## src/prog_pkg.sv

```systemverilog
// constants and types shared by the programming-link decoder and its phy
// assumes a single core clock; nothing in this file holds logic
package prog_pkg;

   // =====================================================
   // opcode patterns and masks
   localparam logic [7:0] OP_LD       = 8'h20; // indirect load
   localparam logic [7:0] OP_LD_MASK  = 8'hfb; // bit 2 is post-inc
   localparam logic [7:0] OP_ST       = 8'h60; // indirect store
   localparam logic [7:0] OP_PTR      = 8'h68; // pointer byte store
   localparam logic [7:0] OP_PTR_MASK = 8'hfe;
   localparam logic [7:0] OP_IO_MASK  = 8'h90;
   localparam logic [7:0] OP_IO_RD    = 8'h10;
   localparam logic [7:0] OP_IO_WR    = 8'h90;
   localparam logic [7:0] OP_CS_MASK  = 8'hf0;
   localparam logic [7:0] OP_CS_RD    = 8'h80;
   localparam logic [7:0] OP_CS_WR    = 8'hc0;
   localparam logic [7:0] OP_KEY      = 8'he0;
   localparam int         INC_BIT     = 2;
   localparam int         PTR_SEL_BIT = 0;

   // =====================================================
   // key and control/status space
   localparam logic [63:0] ENABLE_KEY = 64'h1289ab45cdd888ff;
   localparam logic [2:0]  KEY_LAST   = 3'h7; // eighth key byte
   localparam logic [3:0]  CS_STATUS  = 4'h0;
   localparam logic [3:0]  CS_PHYCTL  = 4'h2;
   localparam logic [3:0]  CS_IDENT   = 4'hf;
   localparam int          EN_BIT     = 1;
   localparam logic [7:0]  IDENT_CODE = 8'h5a; // arbitrary value

   // =====================================================
   // guard time and frame shape
   localparam logic [2:0] GT_RESET  = 3'h0;
   localparam logic [2:0] GT_NONE   = 3'h7;
   localparam logic [7:0] GUARD_MAX = 8'h80;
   localparam logic [7:0] IDLE_MIN  = 8'h02;
   localparam logic [3:0] RX_LAST   = 4'ha; // bits after start, less one
   localparam logic [3:0] TX_BITS   = 4'hc; // start, 8 data, par, 2 stop

   typedef enum {ST_IDLE, ST_OPER, ST_RD, ST_RDW, ST_CAP, ST_TX,
                 ST_KEY, ST_ERR} dec_state_t;

endpackage

```

## src/link_phy.sv

```systemverilog
// frame layer of the half-duplex programming link: sync, rx, tx, guard
// assumes the link clock and data pin are asynchronous to core_clk
`timescale 1ns/100ps

module link_phy
(
   input  wire logic       core_clk,
   input  wire logic       rst,
   input  wire logic       ce,
   input  wire logic       link_clk,
   input  wire logic       link_data_in,
   input  wire logic       tx_start,
   input  wire logic [7:0] tx_byte,
   input  wire logic [7:0] guard_bits,
   output logic            rx_valid,
   output logic [7:0]      rx_byte,
   output logic            rx_exc,
   output logic            rx_brk,
   output logic            tx_done,
   output logic            data_out,
   output logic            data_oe
);

   // =====================================================
   // pin synchronisers, three stages, change taken when 2 and 3 agree
   logic [1:0]  s1_reg, s2_reg, s3_reg, f_reg;
   logic [1:0]  f_next;
   logic        lc_rise, lc_fall, line;
   logic        rx_busy_reg, tx_act_reg;
   logic [3:0]  rcnt_reg, tcnt_reg;
   logic [10:0] sh_reg;
   logic [10:0] nf;
   logic [11:0] frame_reg;
   logic [7:0]  idle_reg;
   logic        rx_end, is_brk, is_ferr, is_perr, coll;

   assign f_next  = (s2_reg ~^ s3_reg) & s2_reg | (s2_reg ^ s3_reg) & f_reg;
   assign lc_rise = f_next[0] & ~f_reg[0];
   assign lc_fall = ~f_next[0] & f_reg[0];
   assign line    = f_next[1];

   always_ff @(posedge core_clk)
      if (rst)
      begin
         s1_reg <= 2'h3;
         s2_reg <= 2'h3;
         s3_reg <= 2'h3;
         f_reg  <= 2'h3;
      end
      else if (ce)
      begin
         s1_reg <= {link_data_in, link_clk};
         s2_reg <= s1_reg;
         s3_reg <= s2_reg;
         f_reg  <= f_next;
      end

   // =====================================================
   // receive: sample on rising link clock, only while not sending
   assign nf      = {line, sh_reg[10:1]};
   assign rx_end  = lc_rise & rx_busy_reg & (rcnt_reg == prog_pkg::RX_LAST);
   assign is_brk  = ~|nf;
   assign is_ferr = nf[10:9] != 2'h3;
   assign is_perr = ^nf[8:0]; // even parity over data and parity bit

   always_ff @(posedge core_clk)
      if (rst)
      begin
         rx_busy_reg <= 1'b0;
         rcnt_reg    <= 4'h0;
         sh_reg      <= 11'h000;
         rx_valid    <= 1'b0;
         rx_exc      <= 1'b0;
         rx_brk      <= 1'b0;
         rx_byte     <= 8'h00;
      end
      else if (ce)
      begin
         rx_valid <= rx_end & ~is_brk & ~is_ferr & ~is_perr;
         rx_brk   <= rx_end & is_brk;
         rx_exc   <= rx_end & ~is_brk & (is_ferr | is_perr) | coll;
         if (rx_end)
            rx_byte <= nf[7:0];
         if (lc_rise & ~tx_act_reg)
         begin
            if (!rx_busy_reg)
            begin
               rx_busy_reg <= ~line;
               rcnt_reg    <= 4'h0;
            end
            else
            begin
               sh_reg      <= nf;
               rcnt_reg    <= rcnt_reg + 4'h1;
               rx_busy_reg <= ~rx_end;
            end
         end
      end

   // =====================================================
   // transmit: idle bits first, then frame; ones drive only once
   // collision watch only while our driver is off inside the frame
   assign coll = lc_rise & tx_act_reg & (idle_reg == 8'h00)
                 & (tcnt_reg != 4'h0) & ~data_oe & ~line;

   always_ff @(posedge core_clk)
      if (rst)
      begin
         tx_act_reg <= 1'b0;
         idle_reg   <= 8'h00;
         tcnt_reg   <= 4'h0;
         frame_reg  <= 12'h000;
         data_out   <= 1'b1;
         data_oe    <= 1'b0;
         tx_done    <= 1'b0;
      end
      else if (ce)
      begin
         tx_done <= 1'b0;
         if (tx_start)
         begin
            tx_act_reg <= 1'b1;
            idle_reg   <= guard_bits + prog_pkg::IDLE_MIN;
            tcnt_reg   <= 4'h0;
            frame_reg  <= {2'h3, ^tx_byte, tx_byte, 1'b0};
         end
         else if (coll)
         begin
            tx_act_reg <= 1'b0; // stop at once, back to receive
            data_out   <= 1'b1;
            data_oe    <= 1'b0;
         end
         else if (lc_rise & tx_act_reg & (idle_reg == 8'h00)
                  & (tcnt_reg == prog_pkg::TX_BITS))
         begin
            // end on the rise of the last stop bit: a programmer that
            // stops its clock after the frame gives no further fall
            tx_act_reg <= 1'b0;
            data_out   <= 1'b1;
            data_oe    <= 1'b0;
            tx_done    <= 1'b1;
         end
         else if (lc_fall & tx_act_reg)
         begin
            if (idle_reg != 8'h00)
               idle_reg <= idle_reg - 8'h01;
            else if (tcnt_reg != prog_pkg::TX_BITS)
            begin
               data_out  <= frame_reg[0];
               data_oe   <= ~frame_reg[0] | ~data_out;
               frame_reg <= {1'b1, frame_reg[11:1]};
               tcnt_reg  <= tcnt_reg + 4'h1;
            end
         end
      end
endmodule

```

## src/prog_iface_instruction_decoder.sv

```systemverilog
// instruction decoder of the two-wire programming link
// assumes a data-space and an io-space port answering one cycle after
// their read strobe; the link pins are asynchronous to core_clk
`timescale 1ns/100ps

module prog_iface_instruction_decoder
(
   input  wire logic       core_clk,
   input  wire logic       rst,
   input  wire logic       ce,
   input  wire logic       link_clk,
   input  wire logic       link_data_in,
   output logic            link_data_out,
   output logic            link_data_oe,
   output logic [15:0]     ds_addr,
   output logic [7:0]      ds_wdata,
   output logic            ds_we,
   output logic            ds_re,
   input  wire logic [7:0] ds_rdata,
   output logic [5:0]      io_addr,
   output logic [7:0]      io_wdata,
   output logic            io_we,
   output logic            io_re,
   input  wire logic [7:0] io_rdata,
   output logic            prog_enabled,
   output logic            link_error
);

   // =====================================================
   // declarations
   prog_pkg::dec_state_t state_reg, state_next;
   logic [7:0]  op_reg, dec_op, rx_byte, css_rdata, guard_bits;
   logic [7:0]  tx_byte_reg, rd_data;
   logic        tx_start_reg;
   logic [15:0] ptr_reg, ptr_next;
   logic [2:0]  gt_reg;
   logic        en_next;
   logic [63:0] key_reg, key_next;
   logic [2:0]  key_cnt_reg;
   logic        rx_valid, rx_exc, rx_brk, tx_done, exc_any;
   logic        is_ld, is_st, is_ptr, is_io_rd, is_io_wr;
   logic        is_cs_rd, is_cs_wr, is_key, is_read, is_write;
   logic        post_inc, wr_now, key_set, en_clr, ptr_inc;
   logic [5:0]  io_a;
   logic [3:0]  cs_a;

   // =====================================================
   // frame layer
   link_phy u_phy
   (
      .core_clk     (core_clk),
      .rst          (rst),
      .ce           (ce),
      .link_clk     (link_clk),
      .link_data_in (link_data_in),
      .tx_start     (tx_start_reg),
      .tx_byte      (tx_byte_reg),
      .guard_bits   (guard_bits),
      .rx_valid     (rx_valid),
      .rx_byte      (rx_byte),
      .rx_exc       (rx_exc),
      .rx_brk       (rx_brk),
      .tx_done      (tx_done),
      .data_out     (link_data_out),
      .data_oe      (link_data_oe)
   );

   // =====================================================
   // opcode decode; fresh byte while idle, held opcode afterwards
   assign dec_op   = (state_reg == prog_pkg::ST_IDLE) ? rx_byte : op_reg;
   assign is_ld    = (dec_op & prog_pkg::OP_LD_MASK) == prog_pkg::OP_LD;
   assign is_st    = (dec_op & prog_pkg::OP_LD_MASK) == prog_pkg::OP_ST;
   assign is_ptr   = (dec_op & prog_pkg::OP_PTR_MASK) == prog_pkg::OP_PTR;
   assign is_io_rd = (dec_op & prog_pkg::OP_IO_MASK) == prog_pkg::OP_IO_RD;
   assign is_io_wr = (dec_op & prog_pkg::OP_IO_MASK) == prog_pkg::OP_IO_WR;
   assign is_cs_rd = (dec_op & prog_pkg::OP_CS_MASK) == prog_pkg::OP_CS_RD;
   assign is_cs_wr = (dec_op & prog_pkg::OP_CS_MASK) == prog_pkg::OP_CS_WR;
   assign is_key   = dec_op == prog_pkg::OP_KEY;
   assign is_read  = is_ld | is_io_rd | is_cs_rd;
   assign is_write = is_st | is_ptr | is_io_wr | is_cs_wr;
   assign post_inc = dec_op[prog_pkg::INC_BIT];
   assign io_a     = {dec_op[6:5], dec_op[3:0]};
   assign cs_a     = dec_op[3:0];
   assign exc_any  = rx_exc | rx_brk;

   // =====================================================
   // control/status space read and guard time decode
   // unmapped and reserved locations read as zero
   assign css_rdata =
      (cs_a == prog_pkg::CS_STATUS) ?
         {6'h00, prog_enabled, 1'b0} :
      (cs_a == prog_pkg::CS_PHYCTL) ? {5'h00, gt_reg} :
      (cs_a == prog_pkg::CS_IDENT)  ? prog_pkg::IDENT_CODE : 8'h00;
   assign guard_bits = (gt_reg == prog_pkg::GT_NONE) ? 8'h00 :
                       prog_pkg::GUARD_MAX >> gt_reg;
   assign rd_data = is_ld    ? ds_rdata :
                    is_io_rd ? io_rdata : css_rdata;

   // =====================================================
   // write, pointer and key decisions
   assign wr_now   = (state_reg == prog_pkg::ST_OPER) & rx_valid;
   assign ptr_inc  = wr_now & is_st & post_inc
                   | (state_reg == prog_pkg::ST_RD) & is_ld & post_inc;
   assign ptr_next =
      (wr_now & is_ptr) ?
         (dec_op[prog_pkg::PTR_SEL_BIT] ? {rx_byte, ptr_reg[7:0]}
                                        : {ptr_reg[15:8], rx_byte}) :
      ptr_inc ? ptr_reg + 16'h0001 : ptr_reg;
   assign key_next = {rx_byte, key_reg[63:8]};
   assign key_set  = (state_reg == prog_pkg::ST_KEY) & rx_valid
                   & (key_cnt_reg == prog_pkg::KEY_LAST)
                   & (key_next == prog_pkg::ENABLE_KEY);
   assign en_clr   = wr_now & is_cs_wr & (cs_a == prog_pkg::CS_STATUS)
                   & ~rx_byte[prog_pkg::EN_BIT];
   // a key match wins over a clear in the same cycle
   assign en_next  = key_set | prog_enabled & ~en_clr;

   // =====================================================
   // message sequencer
   always_comb
   begin
      state_next = state_reg;
      if (state_reg != prog_pkg::ST_ERR && exc_any)
         state_next = prog_pkg::ST_ERR;
      else
         unique case (state_reg)
            prog_pkg::ST_IDLE:
               if (rx_valid)
               begin
                  if (is_read)
                     state_next = prog_pkg::ST_RD;
                  else if (is_write)
                     state_next = prog_pkg::ST_OPER;
                  else if (is_key)
                     state_next = prog_pkg::ST_KEY;
               end
            prog_pkg::ST_OPER:
               if (rx_valid)
                  state_next = prog_pkg::ST_IDLE;
            prog_pkg::ST_RD:
               state_next = prog_pkg::ST_RDW;
            prog_pkg::ST_RDW:
               state_next = prog_pkg::ST_CAP;
            prog_pkg::ST_CAP:
               state_next = prog_pkg::ST_TX;
            prog_pkg::ST_TX:
               if (tx_done)
                  state_next = prog_pkg::ST_IDLE;
            prog_pkg::ST_KEY:
               if (rx_valid && key_cnt_reg == prog_pkg::KEY_LAST)
                  state_next = prog_pkg::ST_IDLE;
            prog_pkg::ST_ERR:
               if (rx_brk)
                  state_next = prog_pkg::ST_IDLE;
         endcase
   end

   always_ff @(posedge core_clk)
      if (rst)
      begin
         state_reg  <= prog_pkg::ST_IDLE;
         link_error <= 1'b0;
      end
      else if (ce)
      begin
         state_reg  <= state_next;
         link_error <= state_next == prog_pkg::ST_ERR;
      end

   // =====================================================
   // opcode, pointer, key and control registers
   always_ff @(posedge core_clk)
      if (rst)
      begin
         op_reg       <= 8'h00;
         ptr_reg      <= 16'h0000;
         gt_reg       <= prog_pkg::GT_RESET;
         prog_enabled <= 1'b0;
         key_reg      <= 64'h0;
         key_cnt_reg  <= 3'h0;
      end
      else if (ce)
      begin
         ptr_reg      <= ptr_next;
         prog_enabled <= en_next;
         if (state_reg == prog_pkg::ST_IDLE && rx_valid)
         begin
            op_reg      <= rx_byte;
            key_cnt_reg <= 3'h0;
         end
         if (state_reg == prog_pkg::ST_KEY && rx_valid)
         begin
            key_reg     <= key_next;
            key_cnt_reg <= key_cnt_reg + 3'h1;
         end
         if (wr_now && is_cs_wr && cs_a == prog_pkg::CS_PHYCTL)
            gt_reg <= rx_byte[2:0];
      end

   // =====================================================
   // data-space and io-space strobes, one cycle wide
   always_ff @(posedge core_clk)
      if (rst)
      begin
         ds_re    <= 1'b0;
         ds_we    <= 1'b0;
         ds_addr  <= 16'h0000;
         ds_wdata <= 8'h00;
         io_re    <= 1'b0;
         io_we    <= 1'b0;
         io_addr  <= 6'h00;
         io_wdata <= 8'h00;
      end
      else if (ce)
      begin
         ds_re <= (state_reg == prog_pkg::ST_RD) & is_ld;
         ds_we <= wr_now & is_st;
         io_re <= (state_reg == prog_pkg::ST_RD) & is_io_rd;
         io_we <= wr_now & is_io_wr;
         if (state_reg == prog_pkg::ST_RD || wr_now)
         begin
            ds_addr <= ptr_reg;
            io_addr <= io_a;
         end
         if (wr_now)
         begin
            ds_wdata <= rx_byte;
            io_wdata <= rx_byte;
         end
      end

   // =====================================================
   // read answer: capture one cycle after the strobe, then send
   always_ff @(posedge core_clk)
      if (rst)
      begin
         tx_start_reg <= 1'b0;
         tx_byte_reg  <= 8'h00;
      end
      else if (ce)
      begin
         tx_start_reg <= state_reg == prog_pkg::ST_CAP;
         if (state_reg == prog_pkg::ST_CAP)
            tx_byte_reg <= rd_data;
      end
endmodule

```

## config.mk

```make
export PLATFORM = sky130hd
export DESIGN_NAME = prog_iface_instruction_decoder
export DESIGN_NICKNAME = d
export VERILOG_FILES = /design/src/prog_pkg.sv /design/src/link_phy.sv /design/src/prog_iface_instruction_decoder.sv
export SDC_FILE = /design/constraint.sdc
export NUM_CORES = 1
export LEC_CHECK = 0
export BUFFER_PORTS_ARGS = -buffer_cell sky130_fd_sc_hd__buf_4
export CORE_ASPECT_RATIO = 0.6
export CORE_MARGIN = 8
export CORE_UTILIZATION = 43
export DETAILED_ROUTE_END_ITERATION = 6
export PLACE_DENSITY_LB_ADDON = 0.05
export RECOVER_POWER = 50
export SYNTH_ARGS = -nofsm -noshare
export SYNTH_HDL_FRONTEND = slang
export SYNTH_SLANG_ARGS = --single-unit
export TNS_END_PERCENT = 20
```

## constraint.sdc

```tcl
create_clock -name core_clk -period 2.4 [get_ports core_clk]
set_input_delay 0 -clock core_clk [delete_from_list [all_inputs] [get_ports core_clk]]
set_output_delay 0 -clock core_clk [all_outputs]
set_load 0.05 [all_outputs]
```

After elaboration in Yosys (flattened, before gate mapping)
Index checks and enable logic that the tools add are counted.
{ "classes": {"n_addsub": 6, "n_mul": 0, "div_mod_pow": 0, "n_lt_le_gt_ge": 0, "n_eq_ne": 36, "n_shift": 1, "n_mux": 57, "bitwise_logic": 61, "reduce_logical": 41} }
{ "op_table": {"columns": ["operator", "count"], "rows": [
  ["$mux 32", 9],
  ["$pmux 32 s8", 1],
  ["$eq 32x3->1 const B", 5],
  ["$eq 32x2->1 const B", 3],
  ["$eq 32x4->1 const B", 3],
  ["$mux 12", 6],
  ["$mux 8", 9],
  ["$eq 64x61->1 const B", 1],
  ["$logic_not 32->1", 2],
  ["$mux 16", 3],
  ["$and 1x1->1", 32],
  ["$eq 32x1->1 const B", 1],
  ["$ne 32x4->1 const B", 1],
  ["$mux 4", 7],
  ["$mux 7", 3],
  ["$eq 4x4->1 const B", 5],
  ["$reduce_and 2->1", 10],
  ["$mux 1", 17],
  ["$add 16x1->16 const B", 1],
  ["$eq 7x6->1 const B", 2],
  ["$not 1->1", 13],
  ["$ne 2x2->1 const B", 6],
  ["$or 1x1->1", 11],
  ["$reduce_or 11->1", 1],
  ["32 further kinds", 50]
]} }
{ "totals": {"register_bits": 234, "latch_bits": 0, "mem_bits_rw": 0, "rom_bits": 0, "in_bits": 21, "output_inout_bits": 46, "word_cells": 238, "mem_count": 0} }

Depth between registers and ports, before layout
Gate-level depths: netlist of the first run.
{ "depth": {"depth_word": 12, "mapped_depth": 10, "depth_no_buf": 10} }

Hierarchy
A second synthesis of the first run with hierarchy kept.
{ "unflattened": {"cells_unflattened": 1297, "hier_area_um2": 10689.0} }
{ "modules_own_cells": {"columns": ["mod", "n_inst", "cells_each", "area_per_inst_um2", "seq_area_each_um2"], "rows": [
  ["prog_iface_instruction_decoder", 1, 938, 7581.0, 3263.1],
  ["link_phy", 1, 359, 3108.0, 1241.2]
]} }

Worst setup path before layout of the first run
No wires, ideal clock.
{ "synth_timing": {"path_type": "flip-flop to flip-flop", "from": "register state_reg[8]", "to": "register tx_byte_reg[1]", "arrival_ps": 2522, "required_ps": 2309, "slack_ps": -213, "path_stages_with_launch": 9, "path_buffers": 0, "cell_sequence": "dfxtp_1 > nor4_4 > nand4_4 > nor3_4 > mux2i_1 > o21a_1 > nand2_1 > a311o_1 > a311oi_1"} }
{ "synth_via": {"elab_chain_len": 8, "word_cells_on_any_way": 14, "cone_classes": "eq/ne (5); mux (6); reduce/logical (3)"} }
{ "synth_lines": {"columns": ["element", "line_no", "text"], "rows": [
  ["from (decl)", "prog_iface_instruction_decoder.sv:31", "prog_pkg::dec_state_t state_reg, state_next;"],
  ["from (signal assigned)", "prog_iface_instruction_decoder.sv:161", "state_reg <= prog_pkg::ST_IDLE;"],
  ["from (signal assigned)", "prog_iface_instruction_decoder.sv:166", "state_reg <= state_next;"],
  ["$logic_not 32->1", "prog_iface_instruction_decoder.sv:70", "assign dec_op = (state_reg == prog_pkg::ST_IDLE) ? rx_byte : op_reg;"],
  ["$mux 8", "prog_iface_instruction_decoder.sv:70", null],
  ["$eq 4x4->1", "prog_iface_instruction_decoder.sv:93", "(cs_a == prog_pkg::CS_IDENT) ? prog_pkg::IDENT_CODE : 8'h00;"],
  ["$mux 7", "prog_iface_instruction_decoder.sv:93", null],
  ["$mux 7", "prog_iface_instruction_decoder.sv:92", "(cs_a == prog_pkg::CS_PHYCTL) ? {5'h00, gt_reg} :"],
  ["$mux 7", "prog_iface_instruction_decoder.sv:90", "(cs_a == prog_pkg::CS_STATUS) ?"],
  ["$mux 8", "prog_iface_instruction_decoder.sv:97", "is_io_rd ? io_rdata : css_rdata;"],
  ["$mux 8", "prog_iface_instruction_decoder.sv:96", "assign rd_data = is_ld ? ds_rdata :"],
  ["to (signal assigned)", "prog_iface_instruction_decoder.sv:244", "tx_byte_reg <= rd_data;"],
  ["to (decl)", "prog_iface_instruction_decoder.sv:33", "logic [7:0] tx_byte_reg, rd_data;"]
]} }
Several ways; a longest one is shown, not always the timed one.
A chain may end at the register's enable or synchronous reset.

Worst setup path in the final report of the first run
{ "layout_timing": {"from": "register state_reg[5]", "to": "register ptr_reg[0]"} }
{ "layout_via": {"elab_chain_len": 8, "word_cells_on_any_way": 18, "cone_classes": "eq/ne (6); mux (2); bitwise (7); reduce/logical (3)"} }
{ "layout_lines": {"columns": ["element", "line_no", "text"], "rows": [
  ["$logic_not 32->1", "prog_iface_instruction_decoder.sv:70", null],
  ["$mux 8", "prog_iface_instruction_decoder.sv:70", null],
  ["$eq 7x6->1 / $eq 7x5->1 (equally long branches)", "prog_iface_instruction_decoder.sv:72, prog_iface_instruction_decoder.sv:71", null],
  ["$and 1x1->1 (on tied branches) (2 in a row)", "prog_iface_instruction_decoder.sv:102, prog_iface_instruction_decoder.sv:103", null],
  ["$or 1x1->1", "prog_iface_instruction_decoder.sv:103", "| (state_reg == prog_pkg::ST_RD) & is_ld & post_inc;"],
  ["$reduce_bool 2->1 (no line)", null, null],
  ["$reduce_and 3->1 (no line)", null, null],
  ["to (signal assigned)", "prog_iface_instruction_decoder.sv:184", "ptr_reg <= ptr_next;"],
  ["to (decl)", "prog_iface_instruction_decoder.sv:35", "logic [15:0] ptr_reg, ptr_next;"]
]} }
Several ways; a longest one is shown, not always the timed one.

==> results of run 1 <==
[Yosys cell counts, drive strengths merged (3+ instances only)]
cell and count:
o22ai 3, nand2b 13, a31oi 7, nor4bb 4, o31ai 6, a211oi 27
and3 18, nand4 14, o21a 11, a221oi 3, nor3b 4, o221ai 4
or3 10, nand2 239, and4 4, mux2i 48, clkbuf 68, nand4b 5
and2 31, xor2 5, a21oi 139, xnor2 11, a211o 3, nor3 33
nor4b 4, inv 27, nor2b 8, a22oi 19, ha 15, nor4 22
o21ai 42, nor2 129, a311oi 5, buf 22, dfxtp 225, nand3 28
or2 4
[per-layer routing]
metal / global-route usage / up-vias
met5: 0 / -
met4: 0.03555 / 0
met3: 0.04172 / 39
met2: 0.2888 / 250
met1: 0.3155 / 4643
li1: - / 4875
[per-stage QoR]
| step | cell area [sq um] | cells | util | worst slack (ps) |
|---|---|---|---|---|
| 3_3_place_gp | 12150 | 1727 | 0.5062 | -242.9 |
| 2_1_floorplan | 10460 | 1291 | - | -50.86 |
| 3_5_place_dp | 12150 | 1727 | 0.5062 | -378.4 |
| 4_1_cts | 13380 | 1796 | 0.5574 | -156.4 |
| 5_1_grt | 13740 | 1810 | 0.5725 | -337.6 |
| 6_report | 13740 | 1810 | 0.5725 | -227.3 |
[worst min-delay path by stage]
stage / start / endpoint / depth (start not counted) / slack, ps
floorplan: link_clk / u_phy.s1_reg[0]$_SDFFE_PP1P_ / 2 / 130
global placement: link_data_in / u_phy.s1_reg[1]$_SDFFE_PP1P_ / 3 / 220
detailed placement: link_data_in / u_phy.s1_reg[1]$_SDFFE_PP1P_ / 3 / 230
CTS: link_data_in / u_phy.s1_reg[1]$_SDFFE_PP1P_ / 4 / 240
global route: link_data_in / u_phy.s1_reg[1]$_SDFFE_PP1P_ / 4 / 250
finish: link_data_in / u_phy.s1_reg[1]$_SDFFE_PP1P_ / 4 / 240
[what timing repair did]
action                                 in CTS  in global routing
pin swaps                                  26                 71
setup endpoints to repair                  88                143
gates cloned                                3                  1
buffers inserted                            7                 14
resized for setup                          49                108
endpoints found under the hold margin      40                  0
hold buffers                               20                  0
[area by class of cell]
cell class	count	area share
Multi-Input combinational cell	950	0.4344
Sequential cell	225	0.3295
Timing Repair Buffer	247	0.1449
Clock buffer	26	0.04343
Tap cell	322	0.02932
Clock inverter	13	0.01102
Inverter	27	0.007376
[worst register-to-register path, delay by kind of cell, from the launching register on]
family | cells | cell delay [ps]
AO/OA/AOI/OAI | 3 | 470
AND/OR/NAND/NOR | 4 | 930
flip-flops | 1 | 330
multiplexers | 1 | 310
buffers and inverters | 3 | 480
[power by group through the flow]
stage               sequential, uW  combinational (uW)  clock (uW)
floorplan                     3880                 281           0
global placement              3860                 486           0
detailed placement            3860                 489           0
CTS                           3780                 564        3710
global route                  3780                 667        3890
finish                        3780                 624        3640
[logic make-up (layout without fill, tap and decap cells)]
logic type | count (synthesis) | count (layout)
AOI/OAI and AO/OA | 291 | 292
xor gates and xnor gates | 16 | 16
adders and majority gates | 15 | 15
buffers and inverters | 117 | 313
DFF | 225 | 225
muxes | 48 | 48
and+or+nand+nor | 579 | 579
==> metrics.txt, run 1 <==
DRT met1 WL 16330 um; VDD IR max 0.4311 mV; Synth Warn # 0; Synth Net Count 1327; met2 wire len 12870 um; mux cell area share after synthesis 0.04638; Starting Density 0.4350; Wirelength per Cell 17.46 um; Synth top area share 0.4314; period utilization 1.095; TritonCTS Sinks 225; largest net degree at the start of global routing 82; vias in the first global route 9066; Max Cap Viol 0; Tmin final 2627 ps; RSZ-0062 raised after global routing yes; Reg2Reg Launch Point state_reg[5]$_SDFFE_PP0P_; CTS clk-pin slew, worst paths 60 ps; CP Launch Type flop; Slew Limit Fails 0; crit-path max cell delay 380 ps; Switching Share 0.2352; register area share after synthesis 0.4314; reg-to-reg endpoint ptr_reg[0]$_SDFFE_PP0P_; DRC viols 0; Max Used Layer met4; FF-to-FF setup slack -230 ps; commonest cells after routing, fill and taps aside nand2_1, dfxtp_1, buf_4, nor2_1, a21oi_1; Net count, final 1510; Detailed Place HPWL 21590 um; Synth async-reset ratio 0; xor and xnor area share after synthesis 0.01342; worst skew pair latency 520 ps; Num CTS Buffers 23; Worst Setup EP ptr_reg[0]$_SDFFE_PP0P_; Setup Skew 7.678 ps; max frequency 380.6 MHz; CP max stage cell nor4_4; WL met3 1888 um; Yosys reg bits 225; buffers and inverters on the worst path 3; total vias in the final route 9807; Leakage 0.004887 uW; core area 24000 sq um; Post-synth EDFFs 0; Tot Pwr 8042 uW; Worst Tran Pin Value 1132 ps; setup ws final -227.3 ps; Diodes inserted 0; number of antenna violations at the first check in global routing 0; Hold Path Class input pin to flop; Crit path max-delay family simple AND/OR/NAND/NOR gates; area grow syn2layout 31.60%; Synth Flop Type dfxtp_1; Detailed Route Iter0 Violations 697; synthesized area 10440 sq um; part of the power in registers 0.470; Comb pwr share 0.078; cell mode on critical path buf_6; Cell Rows 44; reg2reg path depth 11; WL final 31610 um; io pins 67; fillcell total 2288; max FFs per register 56; footprint of the multi-input gates 5969 sq um; vias per std cell 5.418; Yosys top cell by area dfxtp_1; H-tree depth 1; die span in y 136.7 um; PortBufs 66; Worst Setup SP state_reg[5]$_SDFFE_PP0P_; First-pass DRT Iterations 6; commonest non-fill, non-tap cell in the layout nand2_1; CTS tree built; Syn Area/Cell 8.088 sq um; RePlAce Congestion 0.8728; post-synthesis cell type count 74; All-Layer GR Usage 0.2048; Die W 217.2 um; post-synthesis adder-cell area fraction 0.01797; Crit Path Class flop to flop; Slew HR 0.2455; Psw 1892 uW; Max FO, Critical Path 5; WP depth 11; failing checks setup timing; FF/Latch Area 4528 sq um; clock power share 0.452; layout cells sized above 1 0.2372; Int Power 6150 uW; largest family of logic cells by synthesized area simple AND/OR/NAND/NOR gates; die area 29690 sq um; crit path capture type flop; ANT nets after route 0; Final setup viols 60; grt total ovfl 0; Final Hold Fails 0; first-pass GRT wire length 49790 um; WP data required 2820 ps; setup_tns -8051 ps; Synth Area in Simple Gates 0.2709; CP arrival 3050 ps; clock buffer depth 3; compound-gate portion of the synthesized area 0.1730; top post-synthesis cells by area dfxtp_1, nand2_1, a21oi_1; synthesized instance count 1291; smallest hold slack 244.9 ps; status finished, violations left; Critical Path, Cell by Cell nor4_4, nand4_4, nor3_4, buf_6, mux2i_4, a211oi_4, buf_6, o21ai_4, buf_4, nor2_2, o21a_1; PwrDens 585.3 nW/um^2; Root Driver clkbuf_16
Power figures use the tool's default switching activity.
==> run 2, diff against run 1 <==
--- a/config.mk
+++ b/config.mk
@@ -10,6 +10,7 @@
 export CORE_MARGIN = 8
 export CORE_UTILIZATION = 43
 export DETAILED_ROUTE_END_ITERATION = 6
+export MAX_ROUTING_LAYER = met4
 export PLACE_DENSITY_LB_ADDON = 0.05
 export RECOVER_POWER = 50
 export SYNTH_ARGS = -nofsm -noshare
==> metrics.txt, run 2 (synthesis gave the netlist of run 1 again) <==
PortBufs 66 (unchanged); pre-CTS setup slack -315.2 ps (was -378.4 ps); first-pass GRT wire length 50160 um (was 49790 um); Crit Path Class flop to flop (unchanged); Tmin final 2600 ps (was 2627 ps); vias in the first global route 9110 (was 9066); Die W 217.2 um (unchanged); Root Driver clkbuf_16 (unchanged); Finished Layout Cells 1798 (was 1810); RSZ-0062 raised after global routing yes (unchanged); RePlAce Congestion 0.8908 (was 0.8728); ANT nets after route 0 (unchanged); Leakage 0.004734 uW (was 0.004887 uW); period utilization 1.083 (was 1.095); TritonCTS Sinks 225 (unchanged); max frequency 384.6 MHz (was 380.6 MHz); Final setup viols 54 (was 60); CP Launch Type flop (unchanged); vias per std cell 5.378 (was 5.418); Cell Rows 44 (unchanged); Max Cap Viol 0 (unchanged); Wirelength per Cell 17.24 um (was 17.46 um); VDD IR max 0.4593 mV (was 0.4311 mV); All-Layer GR Usage 0.2114 (was 0.2048); crit path capture type flop (unchanged); core area 24000 sq um (unchanged); total vias in the final route 9670 (was 9807); WP data required 2800 ps (was 2820 ps); DRC viols 0 (unchanged); commonest non-fill, non-tap cell in the layout nand2_1 (unchanged); grt total ovfl 0 (unchanged); Slew Limit Fails 0 (unchanged); placed insts 1727 (unchanged); Final Hold Fails 0 (unchanged); layout cells sized above 1 0.1803 (was 0.2372); PwrDens 589.2 nW/um^2 (was 585.3 nW/um^2); setup ws final -199.9 ps (was -227.3 ps); Slew HR 0.3875 (was 0.2455); number of antenna violations at the first check in global routing 0 (unchanged); failing checks setup timing (unchanged); setup_tns -8049 ps (was -8051 ps); H-tree depth 1 (unchanged); Detailed Route Iter0 Violations 912 (was 697); status finished, violations left (unchanged); max FFs per register 56 (unchanged); First-pass DRT Iterations 5 (was 6); Num CTS Buffers 23 (unchanged); die area 29690 sq um (unchanged); clock buffer depth 3 (unchanged); worst skew pair latency 520 ps (about the same); largest net degree at the start of global routing 102 (was 82); Hold Path Class input pin to flop (unchanged); Detailed Place HPWL 21610 um (was 21590 um); Final Core Density 0.5510 (was 0.5725); Worst Tran Pin Value 915.7 ps (was 1132 ps); CTS tree built (unchanged); commonest cells after routing, fill and taps aside nand2_1, dfxtp_1, buf_4, a21oi_1, nor2_1 (was nand2_1, dfxtp_1, buf_4, nor2_1, a21oi_1); io pins 67 (unchanged); CTS clk-pin slew, worst paths 70 ps (was 60 ps); Starting Density 0.4350 (unchanged); Net count, final 1498 (was 1510); die span in y 136.7 um (unchanged); CP arrival 3000 ps (was 3050 ps); Max FO, Critical Path 6 (was 5); Setup Skew 16.16 ps (was 7.678 ps); area grow syn2layout 26.66% (was 31.60%); fillcell total 2351 (was 2288); WL final 30990 um (was 31610 um)
-- run 2: cell type report --
cell class,instances,area (sq um),share of cell area
Multi-Input combinational cell,950,5689,0.4302
Sequential cell,225,4511,0.3411
Timing Repair Buffer,235,1807,0.1366
Clock buffer,31,635.6,0.04806
Tap cell,322,402.9,0.03046
Inverter,27,101.3,0.007663
Clock inverter,7,76.32,0.005771
Antenna cell,1,2.502,0.0001892
-- run 2: where the power goes --
group | switching (uW) | internal, uW | total (uW)
clock | 1510 | 1970 | 3470
combinational | 313 | 224 | 537
sequential | 20.8 | 3760 | 3780
total | 1840 | 5950 | 7790
-- run 2: through the flow --
| step | area, sq um | total power [uW] | hold slack [ps] |
|---|---|---|---|
| 2_1_floorplan | 10460 | 4160 | 128.4 |
| 3_3_place_gp | 12160 | 4349 | 221.0 |
| 3_5_place_dp | 12160 | 4348 | 223.7 |
| 4_1_cts | 13340 | 7884 | 32.95 |
| 5_1_grt | 13220 | 8098 | 43.87 |
| 6_report | 13230 | 7792 | 41.36 |
-- run 2: path summary, 6_finish.rpt --
kind | endpoint | slack [ps] | cells after the start | startpoint
setup / recovery | ptr_reg[6]$_SDFFE_PP0P_ | -200 | 11 | state_reg[31]$_SDFFE_PP0P_
hold / removal | ptr_reg[4]$_SDFFE_PP0P_ | 40 | 3 | rst
setup reg to reg | ptr_reg[6]$_SDFFE_PP0P_ | -200 | 11 | state_reg[31]$_SDFFE_PP0P_
hold reg to reg | key_reg[9]$_SDFFE_PP0P_ | 450 | 2 | key_reg[9]$_SDFFE_PP0P_
-- run 2: repair_timing --
action	4_1_cts	5_1_grt
hold endpoints to repair	42	0
gates resized for setup	43	11
hold buffers	21	0
cloned	1	0
endpoints found under the setup margin	77	142
pin swaps	23	12
buffers inserted	7	3
-- run 2: worst max-delay path: stages, from the launching register on --
cell and delay, ps:
dfxtp_2 340, nor4_4 360, nand4_4 160, nor3_4 390, mux2i_4 370, buf_12 150
a211oi_4 50, buf_4 150, o21a_4 230, buf_4 140, a21oi_2 100, nor3_1 50
-- run 2: metal layers --
layer,global-route usage,vias up,wire (um),part of all wire
met5,-,-,0,0
met4,0.04004,0,560,0.018
met3,0.03951,47,1908,0.062
met2,0.2836,259,12040,0.39
met1,0.3209,4507,16480,0.53
li1,-,4857,-,-
